===== config.mk =====
export PLATFORM = sky130hd
export DESIGN_NAME = csfac_core
export DESIGN_NICKNAME = d
export VERILOG_FILES = /design/src/core/csfac_pkg.sv /design/src/core/csfac_alu_if.sv /design/src/core/csfac_alu.sv /design/src/core/csfac_core.sv
export SDC_FILE = /design/constraint.sdc
export NUM_CORES = 1
export LEC_CHECK = 0
export BUFFER_PORTS_ARGS = -buffer_cell sky130_fd_sc_hd__buf_4
export CORE_MARGIN = 1.5
export CORE_UTILIZATION = 37
export CTS_CLUSTER_DIAMETER = 50
export DETAILED_ROUTE_END_ITERATION = 10
export GPL_TIMING_DRIVEN = 0
export PLACE_DENSITY = 0.59
export SETUP_SLACK_MARGIN = 0.4
export SYNTH_ARGS = -nofsm -noshare
export SYNTH_HDL_FRONTEND = slang
export SYNTH_SLANG_ARGS = --single-unit

===== constraint.sdc =====
create_clock -name clk -period 4.85 [get_ports clk]
set_input_delay 0.485 -clock clk [delete_from_list [all_inputs] [get_ports clk]]
set_output_delay 0.485 -clock clk [all_outputs]
set_load 0.1 [all_outputs]

===== src/core/csfac_pkg.sv =====
package csfac_pkg;
  localparam int BYTE_W = 8;
  localparam int WORD_W = 16;
  localparam int NIB_W = 4;
  localparam int SEQ_MAX = 6;
  localparam int CCR_V = 7;
  localparam int CCR_H = 4;
  localparam int CCR_I = 3;
  localparam int CCR_N = 2;
  localparam int CCR_Z = 1;
  localparam int CCR_C = 0;
  localparam int MSB = BYTE_W - 1;
  localparam logic [7:0] CCR_FIXED = 8'h60;
  localparam logic [7:0] CCR_RESET = 8'h68;
  localparam logic [7:0] BYTE_ZERO = 8'h00;
  localparam logic [7:0] DIRECT_PAGE_HIGH = 8'h00;
  localparam logic [15:0] SP_RESET = 16'h00ff;
  localparam logic [15:0] PC_RESET = 16'h0000;
  localparam logic [15:0] WORD_ONE = 16'h0001;
  localparam logic [2:0] LEN_ONE = 3'h1;
  localparam logic [2:0] LEN_RET = 3'h2;
  localparam logic [2:0] LEN_ALL = 3'h6;

  typedef enum logic [4:0] {
    OP_NOP = 5'h00, OP_LOAD = 5'h01, OP_ADD = 5'h02, OP_ADC = 5'h03,
    OP_SUB = 5'h04, OP_AND = 5'h05, OP_OR = 5'h06, OP_EOR = 5'h07,
    OP_PUSH_ACC = 5'h08, OP_PULL_ACC = 5'h09, OP_CALL = 5'h0a,
    OP_RETURN = 5'h0b, OP_RETURN_INT = 5'h0c, OP_BRANCH = 5'h0d,
    OP_EA_DIRECT = 5'h0e, OP_EA_SP8 = 5'h0f, OP_EA_SP16 = 5'h10,
    OP_FETCH = 5'h11, OP_LOAD_INDEX = 5'h12, OP_LOAD_SP = 5'h13,
    OP_SET_MASK = 5'h14, OP_CLEAR_MASK = 5'h15
  } csfac_op_t;

  typedef enum logic [2:0] {
    ALU_NONE = 3'h0, ALU_PASS = 3'h1, ALU_ADD = 3'h2, ALU_ADC = 3'h3,
    ALU_SUB = 3'h4, ALU_AND = 3'h5, ALU_OR = 3'h6, ALU_EOR = 3'h7
  } csfac_alu_op_t;

  typedef enum logic [3:0] {
    ST_IDLE = 4'b0001,
    ST_PUSH = 4'b0010,
    ST_PULL = 4'b0100,
    ST_FETCH = 4'b1000
  } csfac_state_t;
endpackage


===== src/core/csfac_alu_if.sv =====
`timescale 1ns/10ps
`default_nettype none
interface csfac_alu_if;
  import csfac_pkg::*;
  csfac_alu_op_t op;
  logic [7:0] a;
  logic [7:0] b;
  logic c_in;
  logic [7:0] result;
  logic n;
  logic z;
  logic v;
  logic h;
  logic c;
  modport core (output op, output a, output b, output c_in,
                input result, input n, input z, input v, input h, input c);
  modport alu (input op, input a, input b, input c_in,
               output result, output n, output z, output v, output h, output c);
endinterface
`default_nettype wire


===== src/core/csfac_alu.sv =====
`timescale 1ns/10ps
`default_nettype none
module csfac_alu
  import csfac_pkg::*;
(
  csfac_alu_if.alu bus
);
  wire logic cin_eff = (bus.op == ALU_ADC) ? bus.c_in : 1'b0;
  wire logic [8:0] add_w = {1'b0, bus.a} + {1'b0, bus.b} + {8'h00, cin_eff};
  wire logic [8:0] sub_w = {1'b0, bus.a} - {1'b0, bus.b};
  wire logic [4:0] nib_w = {1'b0, bus.a[NIB_W-1:0]} + {1'b0, bus.b[NIB_W-1:0]} + {4'h0, cin_eff};
  wire logic is_add = (bus.op == ALU_ADD) || (bus.op == ALU_ADC);
  wire logic is_sub = (bus.op == ALU_SUB);

  assign bus.result = is_add ? add_w[MSB:0] :
                      is_sub ? sub_w[MSB:0] :
                      (bus.op == ALU_AND) ? (bus.a & bus.b) :
                      (bus.op == ALU_OR) ? (bus.a | bus.b) :
                      (bus.op == ALU_EOR) ? (bus.a ^ bus.b) : bus.b;
  assign bus.n = bus.result[MSB];
  assign bus.z = (bus.result == BYTE_ZERO);
  assign bus.h = nib_w[NIB_W];
  assign bus.c = is_add ? add_w[BYTE_W] : sub_w[BYTE_W];
  // Overflow is only meaningful for add and subtract; logic and loads clear it.
  assign bus.v = is_add ? ((bus.a[MSB] == bus.b[MSB]) && (bus.result[MSB] != bus.a[MSB])) :
                 is_sub ? ((bus.a[MSB] != bus.b[MSB]) && (bus.result[MSB] != bus.a[MSB])) :
                 1'b0;
endmodule
`default_nettype wire


===== src/core/csfac_core.sv =====
`timescale 1ns/10ps
`default_nettype none
module csfac_core
  import csfac_pkg::*;
(
  input wire logic clk,
  input wire logic reset,
  input wire logic ce,
  input wire logic cmd_valid,
  input wire csfac_op_t cmd_op,
  input wire logic [7:0] cmd_byte,
  input wire logic [15:0] cmd_word,
  input wire logic branch_cond,
  input wire logic irq_req,
  input wire logic [15:0] irq_vector,
  input wire logic [7:0] mem_rdata,
  output logic cmd_ready,
  output logic irq_taken,
  output logic [15:0] mem_addr,
  output logic [7:0] mem_wdata,
  output logic mem_we,
  output logic mem_re,
  output logic [15:0] eff_addr,
  output logic [7:0] fetch_data,
  output logic [7:0] accumulator_reg,
  output logic [15:0] index_pair,
  output logic [15:0] stack_ptr,
  output logic [15:0] program_counter,
  output logic [7:0] condition_code_reg
);
  function automatic csfac_alu_op_t f_alu_of(input csfac_op_t op);
    unique case (op)
      OP_LOAD: f_alu_of = ALU_PASS;
      OP_ADD: f_alu_of = ALU_ADD;
      OP_ADC: f_alu_of = ALU_ADC;
      OP_SUB: f_alu_of = ALU_SUB;
      OP_AND: f_alu_of = ALU_AND;
      OP_OR: f_alu_of = ALU_OR;
      OP_EOR: f_alu_of = ALU_EOR;
      default: f_alu_of = ALU_NONE;
    endcase
  endfunction

  csfac_state_t state_q;
  csfac_op_t kind_q;
  logic [7:0] acc_q;
  logic [15:0] idx_q;
  logic [15:0] sp_q;
  logic [15:0] pc_q;
  logic [7:0] ccr_q;
  logic [15:0] addr_q;
  logic [7:0] wdata_q;
  logic we_q;
  logic re_q;
  logic [15:0] ea_q;
  logic [7:0] fetch_q;
  logic irq_taken_q;
  logic [2:0] len_q;
  logic [2:0] iss_q;
  logic [2:0] cap_q;
  logic [7:0] push_buf_q [SEQ_MAX];
  logic [7:0] pull_buf_q [SEQ_MAX];
  logic [7:0] push_list_w [SEQ_MAX];
  logic [2:0] push_len_w;
  logic [7:0] ccr_alu_w;

  csfac_alu_if alu_bus ();
  csfac_alu u_alu (.bus(alu_bus));

  wire logic idle = (state_q == ST_IDLE);
  // A pending unmasked request takes the idle slot ahead of any command.
  wire logic irq_take = idle && irq_req && !ccr_q[CCR_I];
  wire logic cmd_take = idle && !irq_take && cmd_valid;
  wire csfac_alu_op_t alu_sel = f_alu_of(cmd_op);
  wire logic is_alu = (alu_sel != ALU_NONE);
  wire logic is_addlike = (alu_sel == ALU_ADD) || (alu_sel == ALU_ADC);
  wire logic is_arith = is_addlike || (alu_sel == ALU_SUB);
  wire logic [15:0] branch_off = {{BYTE_W{cmd_byte[MSB]}}, cmd_byte};
  wire logic [15:0] sp_inc = sp_q + WORD_ONE;
  wire logic [15:0] sp_dec = sp_q - WORD_ONE;
  wire logic issue_more = (iss_q != len_q);
  wire logic pull_done = (cap_q == len_q);

  assign alu_bus.op = alu_sel;
  assign alu_bus.a = acc_q;
  assign alu_bus.b = cmd_byte;
  assign alu_bus.c_in = ccr_q[CCR_C];

  always_comb begin
    ccr_alu_w = ccr_q;
    ccr_alu_w[CCR_N] = alu_bus.n;
    ccr_alu_w[CCR_Z] = alu_bus.z;
    ccr_alu_w[CCR_V] = alu_bus.v;
    if (is_addlike) begin
      ccr_alu_w[CCR_H] = alu_bus.h;
    end
    if (is_arith) begin
      ccr_alu_w[CCR_C] = alu_bus.c;
    end
  end

  // Bytes are listed in the order they are written, first at the highest address, last at the top of the stack.
  always_comb begin
    for (int i = 0; i < SEQ_MAX; i++) begin
      push_list_w[i] = BYTE_ZERO;
    end
    push_len_w = 3'h0;
    if (irq_take) begin
      push_list_w[0] = pc_q[BYTE_W-1:0];
      push_list_w[1] = pc_q[WORD_W-1:BYTE_W];
      push_list_w[2] = idx_q[BYTE_W-1:0];
      push_list_w[3] = idx_q[WORD_W-1:BYTE_W];
      push_list_w[4] = acc_q;
      push_list_w[5] = ccr_q;
      push_len_w = LEN_ALL;
    end else if (cmd_op == OP_CALL) begin
      push_list_w[0] = pc_q[BYTE_W-1:0];
      push_list_w[1] = pc_q[WORD_W-1:BYTE_W];
      push_len_w = LEN_RET;
    end else begin
      push_list_w[0] = acc_q;
      push_len_w = LEN_ONE;
    end
  end

  always_ff @(posedge clk) begin
    if (reset) begin
      state_q <= ST_IDLE;
      kind_q <= OP_NOP;
      acc_q <= BYTE_ZERO;
      idx_q <= 16'h0000;
      sp_q <= SP_RESET;
      pc_q <= PC_RESET;
      ccr_q <= CCR_RESET;
      addr_q <= 16'h0000;
      wdata_q <= BYTE_ZERO;
      we_q <= 1'b0;
      re_q <= 1'b0;
      ea_q <= 16'h0000;
      fetch_q <= BYTE_ZERO;
      irq_taken_q <= 1'b0;
      len_q <= 3'h0;
      iss_q <= 3'h0;
      cap_q <= 3'h0;
      for (int i = 0; i < SEQ_MAX; i++) begin
        push_buf_q[i] <= BYTE_ZERO;
        pull_buf_q[i] <= BYTE_ZERO;
      end
    end else if (ce) begin
      irq_taken_q <= irq_take;
      unique case (state_q)
        ST_IDLE: begin
          we_q <= 1'b0;
          re_q <= 1'b0;
          iss_q <= 3'h0;
          cap_q <= 3'h0;
          if (irq_take || (cmd_take && (cmd_op == OP_CALL || cmd_op == OP_PUSH_ACC))) begin
            for (int i = 0; i < SEQ_MAX; i++) begin
              push_buf_q[i] <= push_list_w[i];
            end
            len_q <= push_len_w;
            state_q <= ST_PUSH;
            if (irq_take) begin
              ccr_q[CCR_I] <= 1'b1;
              pc_q <= irq_vector;
            end else if (cmd_op == OP_CALL) begin
              pc_q <= cmd_word;
            end
          end else if (cmd_take) begin
            kind_q <= cmd_op;
            if (is_alu) begin
              acc_q <= alu_bus.result;
              ccr_q <= ccr_alu_w;
            end
            unique case (cmd_op)
              OP_PULL_ACC: begin
                len_q <= LEN_ONE;
                state_q <= ST_PULL;
              end
              OP_RETURN: begin
                len_q <= LEN_RET;
                state_q <= ST_PULL;
              end
              OP_RETURN_INT: begin
                len_q <= LEN_ALL;
                state_q <= ST_PULL;
              end
              OP_BRANCH: begin
                if (branch_cond) begin
                  pc_q <= pc_q + branch_off;
                end
              end
              OP_EA_DIRECT: ea_q <= {DIRECT_PAGE_HIGH, cmd_byte};
              OP_EA_SP8: ea_q <= sp_q + {BYTE_ZERO, cmd_byte};
              OP_EA_SP16: ea_q <= sp_q + cmd_word;
              OP_FETCH: begin
                addr_q <= pc_q;
                re_q <= 1'b1;
                pc_q <= pc_q + WORD_ONE;
                state_q <= ST_FETCH;
              end
              OP_LOAD_INDEX: idx_q <= cmd_word;
              OP_LOAD_SP: sp_q <= cmd_word;
              OP_SET_MASK: ccr_q[CCR_I] <= 1'b1;
              OP_CLEAR_MASK: ccr_q[CCR_I] <= 1'b0;
              default: begin
              end
            endcase
          end
        end
        ST_PUSH: begin
          if (issue_more) begin
            addr_q <= sp_q;
            wdata_q <= push_buf_q[iss_q];
            we_q <= 1'b1;
            sp_q <= sp_dec;
            iss_q <= iss_q + LEN_ONE;
          end else begin
            we_q <= 1'b0;
            state_q <= ST_IDLE;
          end
        end
        ST_PULL: begin
          if (issue_more) begin
            sp_q <= sp_inc;
            addr_q <= sp_inc;
            re_q <= 1'b1;
            iss_q <= iss_q + LEN_ONE;
          end else begin
            re_q <= 1'b0;
          end
          if (re_q) begin
            pull_buf_q[cap_q] <= mem_rdata;
            cap_q <= cap_q + LEN_ONE;
          end
          if (pull_done) begin
            state_q <= ST_IDLE;
            if (kind_q == OP_RETURN) begin
              pc_q <= {pull_buf_q[0], pull_buf_q[1]};
            end else if (kind_q == OP_RETURN_INT) begin
              ccr_q <= pull_buf_q[0] | CCR_FIXED;
              acc_q <= pull_buf_q[1];
              idx_q <= {pull_buf_q[2], pull_buf_q[3]};
              pc_q <= {pull_buf_q[4], pull_buf_q[5]};
            end else begin
              acc_q <= pull_buf_q[0];
            end
          end
        end
        ST_FETCH: begin
          re_q <= 1'b0;
          fetch_q <= mem_rdata;
          state_q <= ST_IDLE;
        end
        default: state_q <= ST_IDLE;
      endcase
    end
  end

  assign cmd_ready = idle && !irq_take;
  assign irq_taken = irq_taken_q;
  assign mem_addr = addr_q;
  assign mem_wdata = wdata_q;
  assign mem_we = we_q;
  assign mem_re = re_q;
  assign eff_addr = ea_q;
  assign fetch_data = fetch_q;
  assign accumulator_reg = acc_q;
  assign index_pair = idx_q;
  assign stack_ptr = sp_q;
  assign program_counter = pc_q;
  assign condition_code_reg = ccr_q;
endmodule
`default_nettype wire


Word-level counts from Yosys, hierarchy flattened
Memories as Yosys holds them, arrays and structs flattened. A register that Yosys moved wholly into a read port is not among the register bits.
Index checks and enable logic that the tools add are counted.
{"block": "word_totals", "regBits": 125, "memories": 2, "output_inout_bits": 116, "in_bits": 59, "mem_bits_rw": 96}
{"block": "op_classes", "n_mux": 105, "bitwise": 12, "eq_ne": 62, "reduce_logical": 46, "n_addsub": 13}
{"name": "pull_buf_q", "depth": 6, "width": 8, "read_ports": 6, "rd_clocked_by_memory_dff": 0, "write_ports": 6, "line_no": "csfac_core.sv:62", "rtl": "logic [7:0] pull_buf_q [SEQ_MAX];"}
{"name": "push_buf_q", "depth": 6, "width": 8, "read_ports": 1, "rd_clocked_by_memory_dff": 1, "write_ports": 6, "line_no": "csfac_core.sv:61", "rtl": "logic [7:0] push_buf_q [SEQ_MAX];"}
{"op": "two-way mux 16 bit", "n": 24}
{"op": "two-way mux 8 bit", "n": 25}
{"op": "case mux 16 bit (3 select lines)", "n": 3}
{"op": "case mux 16 bit (2 select lines)", "n": 3}
{"op": "== test 5 x 4 -> 1 bit, second input constant", "n": 10}
{"op": "adder 16 x 1 -> 16 bit, second input constant", "n": 2}
{"op": "adder 16 bit", "n": 2}
{"op": "two-way mux 32 bit", "n": 1}
{"op": "case mux 8 bit (2 select lines)", "n": 2}
{"op": "AND reduction 8 bit", "n": 4}
{"op": "== test 5 bit, second input constant", "n": 6}
{"op": "two-way mux 1 bit", "n": 25}
{"op": "two-way mux 3 bit", "n": 7}
{"op": "case mux 3 bit (7 select lines)", "n": 1}
{"op": "AND reduction 7 bit", "n": 3}
{"op": "== test 5 x 3 -> 1 bit, second input constant", "n": 4}
{"op": "two-way mux 4 bit", "n": 5}
{"op": "AND reduction 9 bit", "n": 2}
{"op": "adder 16 x 8 -> 16 bit", "n": 1}
{"op": "inequality test 2 x 1 -> 1 bit, second input constant", "n": 8}
{"op": "inequality test 2 bit, second input constant", "n": 8}
{"op": "subtractor 16 x 1 -> 16 bit, second input constant", "n": 1}
{"op": "== test 3 bit, second input constant", "n": 4}
{"op": "case mux 3 bit (2 select lines)", "n": 2}
{"op": "other kinds (48)", "n": 85}

Depth between registers and ports, before layout
Gate-level depths: netlist of the first run.
{"block": "depth", "ltp_word": 17, "depth_mapped": 16, "mapped_depth_nobuf": 13}

By module
From an unflattened synthesis of the first run, not the netlist that was laid out.
{"block": "hier_totals", "cells_unflattened": 1630, "hier_area_um2": 14123.5}
{"mod": "csfac_core", "seq_area_each_um2": 5495.3, "cells_each": 1428, "n_inst": 1, "area_per_inst_um2": 12687.2}
{"mod": "csfac_alu", "seq_area_each_um2": 0.0, "cells_each": 202, "n_inst": 1, "area_per_inst_um2": 1436.4}

Least setup slack after synthesis of the first run
No wires, ideal clock.
{"block": "synth_path", "kind": "input port to flip-flop", "from": "input port cmd_op[0]", "to": "register ccr_q[1], in the netlist condition_code_reg[1]", "path_buffers": 4, "t_arrival_ns": 3.906, "slack_ns": 0.853, "required_ns": 4.759, "path_stages": 16, "path_cell_list": "buf_2 > buf_2 > buf_2 > clkbuf_1 > nand2_1 > nor3_1 > fa_1 > inv_1 > fa_1 > nor4bb_1 > o21bai_1 > o221ai_1 > o211ai_1 > or4b_1 > or4b_1 > a311oi_1"}
{"block": "synth_via", "elab_chain_cells": 13, "word_cells_on_any_way": 36, "cone_classes": "1 x add/sub; 17 x eq/ne; 11 x mux; 7 x reduce/logical"}
{"element": "from (decl)", "line_no": "csfac_core.sv:10", "rtl": "input wire csfac_op_t cmd_op,"}
{"element": "parallel branches: the longest is 13 deep, another holds adder 9 x 1 -> 9 bit"}
{"element": "to (signal assigned)", "line_no": "csfac_core.sv:173", "rtl": "ccr_q <= ccr_alu_w;"}
{"element": "to (signal assigned)", "line_no": "csfac_core.sv:241", "rtl": "ccr_q <= pull_buf_q[0] | CCR_FIXED;"}
{"element": "to (decl)", "line_no": "csfac_core.sv:50", "rtl": "logic [7:0] ccr_q;"}
Parallel ways; which one is timed is not known. The select of a mux whose other input is x is not followed.
A chain may end at the register's enable or synchronous reset.

Worst setup path in the final report of the first run
{"block": "layout_path", "from": "input port cmd_op[0]", "to": "register pc_q[14], in the netlist program_counter[14]"}
{"block": "layout_via", "elab_chain_cells": 6, "word_cells_on_any_way": 16, "cone_classes": "8 x eq/ne; 4 x mux; 4 x reduce/logical"}
{"element": "== test 5 x 4 -> 1 bit (on tied branches)", "line_no": "csfac_core.sv:157, csfac_core.sv:166"}
{"element": "logical OR 1 bit", "line_no": "csfac_core.sv:157", "rtl": "if (irq_take || (cmd_take && (cmd_op == OP_CALL || cmd_op == OP_PUSH_ACC))) begin"}
{"element": "logical AND 1 bit", "line_no": "csfac_core.sv:157"}
{"element": "logical OR 1 bit", "line_no": "csfac_core.sv:157"}
{"element": "inequality test 4 x 1 -> 1 bit (no line) (tied with other cells)"}
{"element": "AND reduction 8 bit (no line) / case mux 16 bit (2 select lines) (equally long branches)"}
{"element": "to (signal assigned)", "line_no": "csfac_core.sv:165", "rtl": "pc_q <= irq_vector;"}
{"element": "to (signal assigned)", "line_no": "csfac_core.sv:167", "rtl": "pc_q <= cmd_word;"}
{"element": "to (signal assigned)", "line_no": "csfac_core.sv:190", "rtl": "pc_q <= pc_q + branch_off;"}
{"element": "to (decl)", "line_no": "csfac_core.sv:49", "rtl": "logic [15:0] pc_q;"}
Parallel ways exist; a longest one is shown, timed or not. The select of a mux whose other input is x is not followed.

==> results by group, run 1 <==
Critical path
  • Signal arrival time at the worst endpoint: 4.64 ns
  • Critical path fanouts, max: 10
  • Max incr delay on CP: 0.73 ns
  • CP max stage cell: nor2_1
  • CP Data Required Time: 5.24 ns
  • Setup CP Type: primary input to flip-flop
  • Critical Path Source Type: primary input
  • R2R Setup Slk: 0.70 ns
  • Critical path, cell by cell: buf_2 > buf_2 > clkbuf_4 > clkbuf_4 > and3_1 > clkbuf_1 > nor2_1 > ha_1 > o21a_1 > o21ai_0 > o21ba_2 > or3_1 > and3b_1 > o311ai_0 > a221oi_1
  • Crit. End Element: flip-flop

Synthesis
  • Synth area leaders: edfxtp_1, dfxtp_1, nor2_1, ha_1, nand2_1
  • Ys flop type: dfxtp_1
  • Synthesized flop and latch total: 227
  • Ys async rst share: 0%
  • Synth cell count leaders: nor2_1, nand2_1, dfxtp_1
  • Cell count after synthesis: 1641
  • Yosys top cell area share: 20.24%
  • Post-synthesis sequential area ratio: 38.99%
  • Syn Std Cell Area: 0.01409 mm2
  • Cell type with the highest aggregate area in the netlist: edfxtp_1
  • Warnings from Yosys: 0
  • Syn nets: 1763
  • Most used standard cell by instance count after synthesis: nor2_1
  • Synthesized area per cell: 8.589 um2
  • Post-synth EDFFs: 95
  • Synth cell types: 81

Floorplanning
  • Initial core utilization: 37.51%
  • Die Footprint: 0.03927 mm2
  • Core ar.: 0.03758 mm2
  • I/O pin count: 175
  • FP Rows: 71
  • Die X: 198.2 um
  • Die Ht: 198.2 um

STA
  • Skew final: 0.01717 ns
  • Final period util: 87.69%
  • Max-slew headroom: 13.50%
  • Min Hold Slack: 0.1613 ns
  • TNS Setup: 0 ns
  • RSZ-0062 raised after global routing: no
  • Pins Over Slew Limit: 0
  • Final hold vios: 0
  • Endpoints failing setup: 0
  • Final min period: 4.253 ns
  • Least-Margin Pin Slew: 1.297 ns
  • F_max: 235.1 MHz
  • PnR worst setup slack: 0.5969 ns

Final layout
  • Max reg flops: 48
  • Total area of sequential cells: 0.005495 mm2
  • Fillers: 3744
  • Reg with most FFs: pull_buf_q
  • Area Growth Syn to Fin: 20.74%
  • Fin cells: 2383
  • Post-Layout Inst Area: 0.01702 mm2
  • Final nets: 1966
  • Largest regs: pull_buf_q x48, push_buf_q x47
  • Share of layout cells above drive strength 1: 14.99%
  • Area occupied by multi-input gates: 0.007895 mm2

Global route
  • GR Overflow Total: 0
  • Largest net degree at the start of global routing: 48
  • Antenna violations before repair: 1
  • First-pass GRT wire length: 90560 um
  • GRT Overall Usage: 31.93%
  • Vias in the first global route: 13265

Flow run
  • Max_cap viols: 0

CTS
  • Sinks on Clock Net: 227
  • CTS tree: yes
  • Clock H-tree levels: 1
  • Post-CTS Setup Bufs: 0
  • Clock latency on the worst-skew pair: 0.57 ns
  • Maximum buffer depth of the clock tree: 3
  • Clk slew on worst S/H paths: 0.06 ns
  • Root buffer cell: clkbuf_16
  • TritonCTS Buffers: 30

Place
  • GP Congestion: 0.9632
  • Placed Instances: 2323
  • Worst slack, placed: -0.2419 ns
  • Placed Instance Area: 0.01602 mm2
  • Dpl hpwl: 48890 um
  • Number of buffers added on ports: 171

Power and ir drop
  • Leakage: 0.006581 uW
  • Max rail drop VDD: 299.3 uV
  • Power per cell area: 327.3 mW/mm2

Routing
  • First DRT Iteration DRCs: 1684
  • DR DRC count: 0
  • Antenna viol nets, final: 0
  • 1st-pass router iterations: 6
  • Routed len/inst: 26.69 um
  • Detailed Route WL: 63600 um
  • Routed vias/inst: 5.937
  • Total number of vias: 14148

Hold path
  • Hold WC Path Type: primary input to flip-flop

Outcome
  • Status: finished, final reports clean
-- where the power goes --
group	internal [uW]	leakage, uW	switching [uW]
clock	1290	0.000477	899
combinational	351	0.00408	858
sequential	2070	0.00203	108
total	3700	0.00658	1870
-- timing repair --
| item | in CTS | in global routing |
|---|---|---|
| hold buffers | 0 | 0 |
| resized for setup | 1 | 5 |
| setup endpoints to repair | 1 | 1 |
-- layer usage --
metal | GRT usage (%) | up-vias | share of wire, %
li1 | - | 6399 | -
met1 | 43.75 | 6801 | 42
met2 | 48.65 | 814 | 43
met3 | 6.762 | 134 | 10
met4 | 13.12 | 0 | 4.2
met5 | 0 | - | 0
-- critical path: cells and delay by family --
| family | cells | cell delay [ns] |
|---|---|---|
| AND/OR/NAND/NOR | 4 | 1.45 |
| AO/OA/AOI/OAI | 5 | 1.21 |
| buffers and inverters | 5 | 1.05 |
| adder cells (fa/ha/maj) | 1 | 0.42 |
-- layout make-up --
type / count / share of cell area, %
Antenna cell: 4 / 0.05882
Buffer: 122 / 3.095
Clock buffer: 38 / 4.706
Clock inverter: 18 / 1.029
Inverter: 51 / 1.125
Multi-Input combinational cell: 1241 / 46.39
Sequential cell: 227 / 32.29
Tap cell: 511 / 3.757
Timing Repair Buffer: 171 / 7.544
-- kinds of logic (layout without fill, tap and decap cells) --
group / after synthesis / in the layout / share of synthesized area [%]
multiplexers: 65 / 65 / 5.415
XOR/XNOR: 40 / 40 / 2.486
flip-flops: 227 / 227 / 38.99
AO/OA/AOI/OAI: 416 / 416 / 19.76
other: 1 / 5 / 0.02661
adder cells (fa/ha/maj): 63 / 63 / 5.859
AND/OR/NAND/NOR: 656 / 656 / 22.41
buffers and inverters: 173 / 400 / 5.051
-- per-stage QoR --
stage / util [%] / total power (uW)
final: 45.29 / 5570
after global routing: 45.26 / 5725
after CTS: 45.23 / 5559
after detailed placement: 42.63 / 3394
after global placement: 42.63 / 3386
after floorplan: - / 2966
-- final timing paths --
kind / start / end / cells after the start
worst max-delay path: cmd_op[0] / program_counter[14] / 15
worst min-delay path: mem_rdata[5] / fetch_data[5] / 3
worst max register to register: accumulator_reg[0] / condition_code_reg[1] / 10
worst min register to register: mem_we / mem_we / 2
-- layout by cell type, fill, tap and decap left out, types with 16 or more instances in the layout --
cell,instances
nor2_1,211
nand2_1,190
buf_4,173
dfxtp_1,132
a21oi_1,114
edfxtp_1,95
clkbuf_1,91
o21ai_0,76
ha_1,58
mux2i_1,56
inv_1,51
nor3_1,51
a211oi_1,43
nand3_1,35
and2_1,34
a311oi_1,31
clkbuf_16,30
xnor2_1,23
nand2b_1,22
buf_2,21
and3_1,19
xor2_1,17
a31oi_1,16
Power figures use the tool's default switching activity.
==> inputs of run 2 (changes only) <==
==> constraint.sdc (replaced) <==
create_clock -name clk -period 4.75 [get_ports clk]
set_input_delay 0.475 -clock clk [delete_from_list [all_inputs] [get_ports clk]]
set_output_delay 0.475 -clock clk [all_outputs]
set_load 0.1 [all_outputs]
==> results by group, run 2 (synthesized netlist as in run 1, its figures left out) <==
Outcome
  • Status: finished, final reports clean

Global route
  • First-pass GRT wire length: 90560 um (unchanged)
  • GRT Overall Usage: 31.93% (unchanged)
  • Largest net degree at the start of global routing: 48 (unchanged)
  • Vias in the first global route: 13265 (unchanged)
  • GR Overflow Total: 0 (unchanged)
  • Antenna violations before repair: 1 (unchanged)

CTS
  • Post-CTS Setup Bufs: 0 (unchanged)
  • CTS tree: yes
  • Root buffer cell: clkbuf_16
  • Cts hold-fix bufs: 0 (unchanged)
  • TritonCTS Buffers: 30 (unchanged)
  • Clock H-tree levels: 1 (unchanged)
  • Sinks on Clock Net: 227 (unchanged)
  • Clk slew on worst S/H paths: 0.06 ns (about the same)
  • Maximum buffer depth of the clock tree: 3 (unchanged)
  • Clock latency on the worst-skew pair: 0.57 ns (about the same)

Power and ir drop
  • Switching Share: 33.49% (about the same)
  • Clock network fraction of total power: 39.2% (about the same)
  • Power per cell area: 334.3 mW/mm2 (+2.1%)
  • Sequential share of power: 39.1% (about the same)
  • Power Internal: 3783 uW (+2.1%)
  • Tot Pwr: 5688 uW (+2.1%)
  • Leakage: 0.006583 uW (about the same)
  • Net Switching: 1905 uW (+2.1%)
  • Combinational share of power: 21.7% (about the same)
  • Max rail drop VDD: 305.3 uV (+2.0%)

Final layout
  • Area occupied by multi-input gates: 0.007900 mm2 (about the same)
  • Area Growth Syn to Fin: 20.72% (about the same)
  • Reg with most FFs: pull_buf_q
  • Commonest non-fill, non-tap cells in the layout: nor2_1, nand2_1, buf_4, dfxtp_1, a21oi_1
  • Most common cell after layout, fill and taps aside: nor2_1
  • Fillers: 3747 (+0.080%)
  • Share of layout cells above drive strength 1: 15.04% (+0.054 points)
  • Final nets: 1966 (unchanged)
  • Total area of sequential cells: 0.005495 mm2 (unchanged)
  • Layout Utilization: 45.28% (about the same)
  • Max reg flops: 48 (unchanged)
  • Largest regs: pull_buf_q x48, push_buf_q x47

Critical path
  • Critical path fanouts, max: 10 (unchanged)
  • R2R Setup Slk: 0.65 ns (-0.05 ns)
  • Setup CP Type: primary input to flip-flop
  • CP Data Required Time: 5.14 ns (-0.10 ns)
  • CP top delay family: simple AND/OR/NAND/NOR gates
  • Levels on crit path: 15 (unchanged)
  • CP max stage cell: nor2_1
  • Buf/Inv on CP: 5 (unchanged)
  • FF-to-FF path depth: 10 (unchanged)
  • Critical Path Source Type: primary input
  • Crit. End Element: flip-flop
  • Critical path, cell by cell: buf_2 > buf_2 > clkbuf_4 > clkbuf_4 > and3_1 > clkbuf_1 > nor2_1 > ha_1 > o21a_1 > o21ai_0 > o21ba_2 > or3_1 > and3b_1 > o311ai_0 > a221oi_1
  • Signal arrival time at the worst endpoint: 4.61 ns (-0.03 ns)
  • Max incr delay on CP: 0.73 ns (about the same)

Floorplanning
  • Die Ht: 198.2 um (unchanged)
  • I/O pin count: 175 (unchanged)
  • Die Footprint: 0.03927 mm2 (unchanged)
  • Die X: 198.2 um (unchanged)
  • Initial core utilization: 37.51% (unchanged)
  • FP Rows: 71 (unchanged)
  • Core ar.: 0.03758 mm2 (unchanged)

Routing
  • Antenna viol nets, final: 0 (unchanged)
  • Detailed Route WL: 63670 um (+0.12%)
  • Routed len/inst: 26.75 um (+0.24%)
  • Routed vias/inst: 5.987 (+0.84%)
  • 1st-pass router iterations: 6 (unchanged)
  • DR DRC count: 0 (unchanged)
  • Total number of vias: 14249 (+0.71%)
  • First DRT Iteration DRCs: 1663 (-1.2%)

STA
  • Skew final: 0.01673 ns (-0.0004422 ns)
  • Final period util: 88.69%
  • Endpoints failing setup: 0 (unchanged)
  • Min Hold Slack: 0.1548 ns (-0.006532 ns)
  • F_max: 237.4 MHz
  • Pins Over Slew Limit: 0 (unchanged)
  • Least-Margin Pin Slew: 1.343 ns (+0.04565 ns)
  • Final hold vios: 0 (unchanged)
  • PnR worst setup slack: 0.5372 ns (-0.05972 ns)
  • Final min period: 4.213 ns
  • Max-slew headroom: 10.46% (-3.0 points)
  • RSZ-0062 raised after global routing: no

Place
  • Dpl hpwl: 48890 um (unchanged)
  • Number of buffers added on ports: 171 (unchanged)
  • Worst slack, placed: -0.3319 ns (-0.09000 ns)
  • GP Congestion: 0.9632 (unchanged)

Hold path
  • Hold WC Path Type: primary input to flip-flop
  • Hold Path Cell Cnt: 3 (unchanged)

Flow run
  • Max_cap viols: 0 (unchanged)
==> run 2: path summary, 6_finish.rpt <==
check | start | end
worst max-delay path | cmd_op[0] | program_counter[14]
worst min-delay path | mem_rdata[5] | fetch_data[5]
worst max register to register | accumulator_reg[0] | condition_code_reg[1]
worst min register to register | mem_we | mem_we
==> run 2: area by class of cell <==
cell class                 instances  share of cell area [%]
multi-input combinational       1241                   46.43
tap                              511                   3.758
clock buffer                      38                   4.706
sequential                       227                   32.30
clock inverter                    18                   1.029
antenna                            1                 0.01471
inverter                          51                   1.125
timing repair buffer             171                   7.545
buffer                           122                   3.096
==> run 2: timing repair <==
item,CTS,global route
setup endpoints to repair,2,3
gates resized for setup,1,6
hold endpoints to repair,0,0
==> run 2: power by group through the flow <==
stage | Combinational, uW | Sequential [uW] | Clock [uW]
detailed placement | 1210 | 2260 | 0
global placement | 1200 | 2260 | 0
CTS | 1210 | 2220 | 2250
global route | 1300 | 2220 | 2320
floorplan | 584 | 2450 | 0
finish | 1230 | 2220 | 2230
==> run 2: worst register-to-register path, cell delays in order (launching register included) <==
cell and delay [ns]:
dfxtp_1 0.63, inv_1 0.18, ha_1 0.23, inv_1 0.07, fa_1 0.40, mux4_2 0.48, o221ai_1 0.42, o211ai_1 0.27
or4b_1 0.53, or4b_1 0.53, a311oi_1 0.27
==> run 2: metrics by stage <==
stage	cell area, um2	instances	setup TNS [ns]
global route	17010	2379	0
CTS	17000	2379	0
finish	17020	2380	0
global placement	16020	2323	-0.5347
floorplan	14090	1641	0
detailed placement	16020	2323	-0.5750
==> run 2: metal layers <==
layer	routed length, um	GRT usage (%)	share of wire (%)	up-vias
met2	27480	48.65	43	804
met5	0	0	0	-
met3	6351	6.762	10	152
met1	27030	43.75	42	6903
li1	-	-	-	6390
met4	2817	13.12	4.4	0
==> inputs of run 3 (changes only) <==
--- a/config.mk
+++ b/config.mk
@@ -11,8 +11,10 @@
 export CTS_CLUSTER_DIAMETER = 50
 export DETAILED_ROUTE_END_ITERATION = 10
 export GPL_TIMING_DRIVEN = 0
+export MAX_ROUTING_LAYER = met4
 export PLACE_DENSITY = 0.59
 export SETUP_SLACK_MARGIN = 0.4
 export SYNTH_ARGS = -nofsm -noshare
 export SYNTH_HDL_FRONTEND = slang
+export SYNTH_HIERARCHICAL = 1
 export SYNTH_SLANG_ARGS = --single-unit
==> results by group, run 3 <==
Synthesis
  • Synth cell types: 92 (+14%)
  • Cell count after synthesis: 1630 (-0.67%)
  • Ys flop type: dfxtp_1
  • Cell type with the highest aggregate area in the netlist: edfxtp_1
  • Ys async rst share: 0% (unchanged)
  • Synthesized area per cell: 8.665 um2 (+0.88%)
  • Synth area leaders: edfxtp_1, dfxtp_1, nor2_1, nand2_1, ha_1
  • Post-synthesis sequential area ratio: 38.91% (-0.079 points)
  • Syn nets: 1744 (-1.1%)
  • Most used standard cell by instance count after synthesis: nor2_1
  • Post-synth EDFFs: 95 (unchanged)
  • Yosys top cell area share: 20.20% (-0.041 points)
  • Synth cell count leaders: nor2_1, nand2_1, dfxtp_1
  • Synthesized flop and latch total: 227 (unchanged)
  • Warnings from Yosys: 6 (+6)
  • Syn Std Cell Area: 0.01412 mm2 (+0.20%)

Floorplanning
  • Die Ht: 198.4 um (+0.10%)
  • Initial core utilization: 37.59% (+0.077 points)
  • I/O pin count: 175 (unchanged)
  • Die Footprint: 0.03935 mm2 (+0.20%)
  • FP Rows: 71 (unchanged)
  • Die X: 198.4 um (+0.10%)
  • Core ar.: 0.03758 mm2 (unchanged)

CTS
  • CTS tree: yes
  • Maximum buffer depth of the clock tree: 3 (unchanged)
  • Clk slew on worst S/H paths: 0.06 ns (about the same)
  • TritonCTS Buffers: 35 (+17%)
  • Root buffer cell: clkbuf_16
  • Clock H-tree levels: 2 (+1)
  • Post-CTS Setup Bufs: 0 (unchanged)
  • Sinks on Clock Net: 227 (unchanged)
  • Clock latency on the worst-skew pair: 0.53 ns (-0.04 ns)

Critical path
  • CP top delay family: buffers and inverters
  • Setup CP Type: primary input to flip-flop
  • Crit. End Element: flip-flop
  • Signal arrival time at the worst endpoint: 4.72 ns (+0.11 ns)
  • Critical path fanouts, max: 10 (unchanged)
  • CP max stage cell: mux4_2
  • Buf/Inv on CP: 8 (+3)
  • Max incr delay on CP: 0.51 ns (-0.22 ns)
  • Critical path, cell by cell: buf_4 > clkbuf_4 > inv_1 > clkbuf_2 > nor3_2 > buf_4 > buf_2 > clkbuf_4 > nand3_1 > fa_1 > inv_1 > fa_1 > xor2_1 > mux4_2 > or3_1 > nor4_2 > nand2_1 > a311oi_1
  • Critical Path Source Type: primary input
  • CP Data Required Time: 5.18 ns (+0.04 ns)

STA
  • PnR worst setup slack: 0.4634 ns (-0.07377 ns)
  • Final min period: 4.287 ns (+0.07377 ns)
  • Pins Over Slew Limit: 10 (+10)
  • Max-slew headroom: -1.657% (-12 points)
  • RSZ-0062 raised after global routing: yes
  • Final period util: 90.24% (+1.6 points)
  • Final hold vios: 0 (unchanged)
  • Endpoints failing setup: 0 (unchanged)
  • Skew final: 0.02787 ns (+0.01114 ns)
  • F_max: 233.3 MHz (-1.7%)
  • Least-Margin Pin Slew: 1.525 ns (+0.1817 ns)
  • Min Hold Slack: 0.1912 ns (+0.03644 ns)

Final layout
  • Most common cell after layout, fill and taps aside: nor2_1
  • Reg with most FFs: pull_buf_q
  • Largest regs: pull_buf_q x48, push_buf_q x47
  • Max reg flops: 48 (unchanged)
  • Commonest non-fill, non-tap cells in the layout: nor2_1, nand2_1, buf_4, dfxtp_1, a21oi_1
  • Share of layout cells above drive strength 1: 17.68% (+2.6 points)
  • Fillers: 3695 (-1.4%)
  • Area Growth Syn to Fin: 22.51%
  • Final nets: 1955 (-0.56%)
  • Layout Utilization: 46.05% (+0.77 points)

Global route
  • Antenna violations before repair: 1 (unchanged)
  • Largest net degree at the start of global routing: 29 (-40%)
  • First-pass GRT wire length: 87000 um (-3.9%)
  • GRT Overall Usage: 31.31% (-0.62 points)
  • GR Overflow Total: 0 (unchanged)
  • Vias in the first global route: 13122 (-1.1%)

Power and ir drop
  • Power per cell area: 363.2 mW/mm2 (+8.7%)
  • Max rail drop VDD: 265.4 uV (-13%)
  • Tot Pwr: 6285 uW (+10%)
  • Leakage: 0.007010 uW (+6.5%)

Routing
  • Detailed Route WL: 60450 um (-5.1%)
  • Total number of vias: 14171 (-0.55%)
  • DR DRC count: 0 (unchanged)
  • 1st-pass router iterations: 7 (+1)
  • First DRT Iteration DRCs: 1593 (-4.2%)
  • Routed len/inst: 25.42 um (-5.0%)
  • Antenna viol nets, final: 0 (unchanged)
  • Routed vias/inst: 5.959 (-0.46%)

Place
  • GP Congestion: 0.9922 (+3.0%)
  • Number of buffers added on ports: 173 (+1.2%)
  • Worst slack, placed: -0.5776 ns (-0.2457 ns)
  • Dpl hpwl: 45890 um (-6.1%)

Hold path
  • Hold WC Path Type: primary input to flip-flop

Outcome
  • Status: finished, violations left
  • Violated checks: max-slew violations

Flow run
  • Max_cap viols: 0 (unchanged)
-- run 3: cell count changes after synthesis, moves of 9 or more --
| cell | previous run | this run |
|---|---|---|
| and2_1 | 34 | 50 |
| nand3_1 | 35 | 26 |
| nor3_1 | 52 | 42 |
| a311o_1 | 10 | 1 |
| a211oi_1 | 43 | 33 |
| mux2_2 | 0 | 16 |
| a31oi_1 | 16 | 27 |
-- run 3: worst reg2reg max path: stages (launching register included) --
cell and delay [ns]:
dfxtp_1 0.34, clkbuf_1 0.41, xor2_1 0.14, nor3_1 0.44, nor2_1 0.17, a22oi_1 1.19, clkbuf_1 0.55, a21oi_1 0.09
o32ai_1 0.18, nand2_1 0.09
-- run 3: worst paths after layout --
kind | start | to | slack, ns | depth (start not counted)
max reg2reg | iss_q[0] | stack_ptr[2] | 1.03 | 9
max | cmd_op[0] | condition_code_reg[1] | 0.46 | 18
min | mem_rdata[7] | fetch_data[7] | 0.19 | 3
min reg2reg | mem_we | mem_we | 0.47 | 2
-- run 3: cells by family (layout without fill, tap and decap cells) --
family,count (synthesis),in the layout,synth area share [%]
buf+inv,167,403,4.934
fa+ha+maj,55,55,5.138
simple gates,639,639,21.82
other cells,1,2,0.02655
xor+xnor,41,41,2.543
compound gates,415,415,19.67
mux,85,85,6.963
flops,227,227,38.91
-- run 3: power breakdown --
part | internal (uW) | leakage (uW) | switching, uW
registers | 2120 | 0.00203 | 136
clock network | 1550 | 0.000569 | 1050
logic | 427 | 0.00441 | 1000
total | 4100 | 0.00701 | 2190
-- run 3: final cells by class --
cell class / count / area (um2) / share of cell area (%)
Clock buffer: 39 / 922.1 / 5.329
Inverter: 46 / 172.7 / 0.9979
Antenna cell: 1 / 2.502 / 0.01446
Timing Repair Buffer: 174 / 1319 / 7.622
Buffer: 121 / 536.8 / 3.102
Tap cell: 511 / 639.4 / 3.695
Multi-Input combinational cell: 1236 / 7979 / 46.11
Clock inverter: 23 / 236.5 / 1.367
Sequential cell: 227 / 5495 / 31.76
-- run 3: per-stage QoR --
step	std cells	TNS, ns	instance area, um2
floorplan	1630	0	14120
global route	2378	0	17300
CTS	2377	0	17280
detailed placement	2315	-4.462	16090
finish	2378	0	17300
global placement	2314	-33.62	16060
-- run 3: metal layers --
layer  routed length, um  vias up  part of all wire [%]  GRT usage [%]
met5                   0        -                     0              -
met4                3503        0                   5.8          16.03
met3                5347      177                   8.8          5.154
met2               26250      772                    43          46.91
met1               25350     6848                    42          40.75
li1                    -     6374                     -              -
-- run 3: what timing repair did --
action | 4_1_cts | 5_1_grt
hold endpoints to repair | 0 | 0
setup endpoints to repair | 9 | 7
gates resized for setup | 7 | 9
hold buffers | 0 | 0
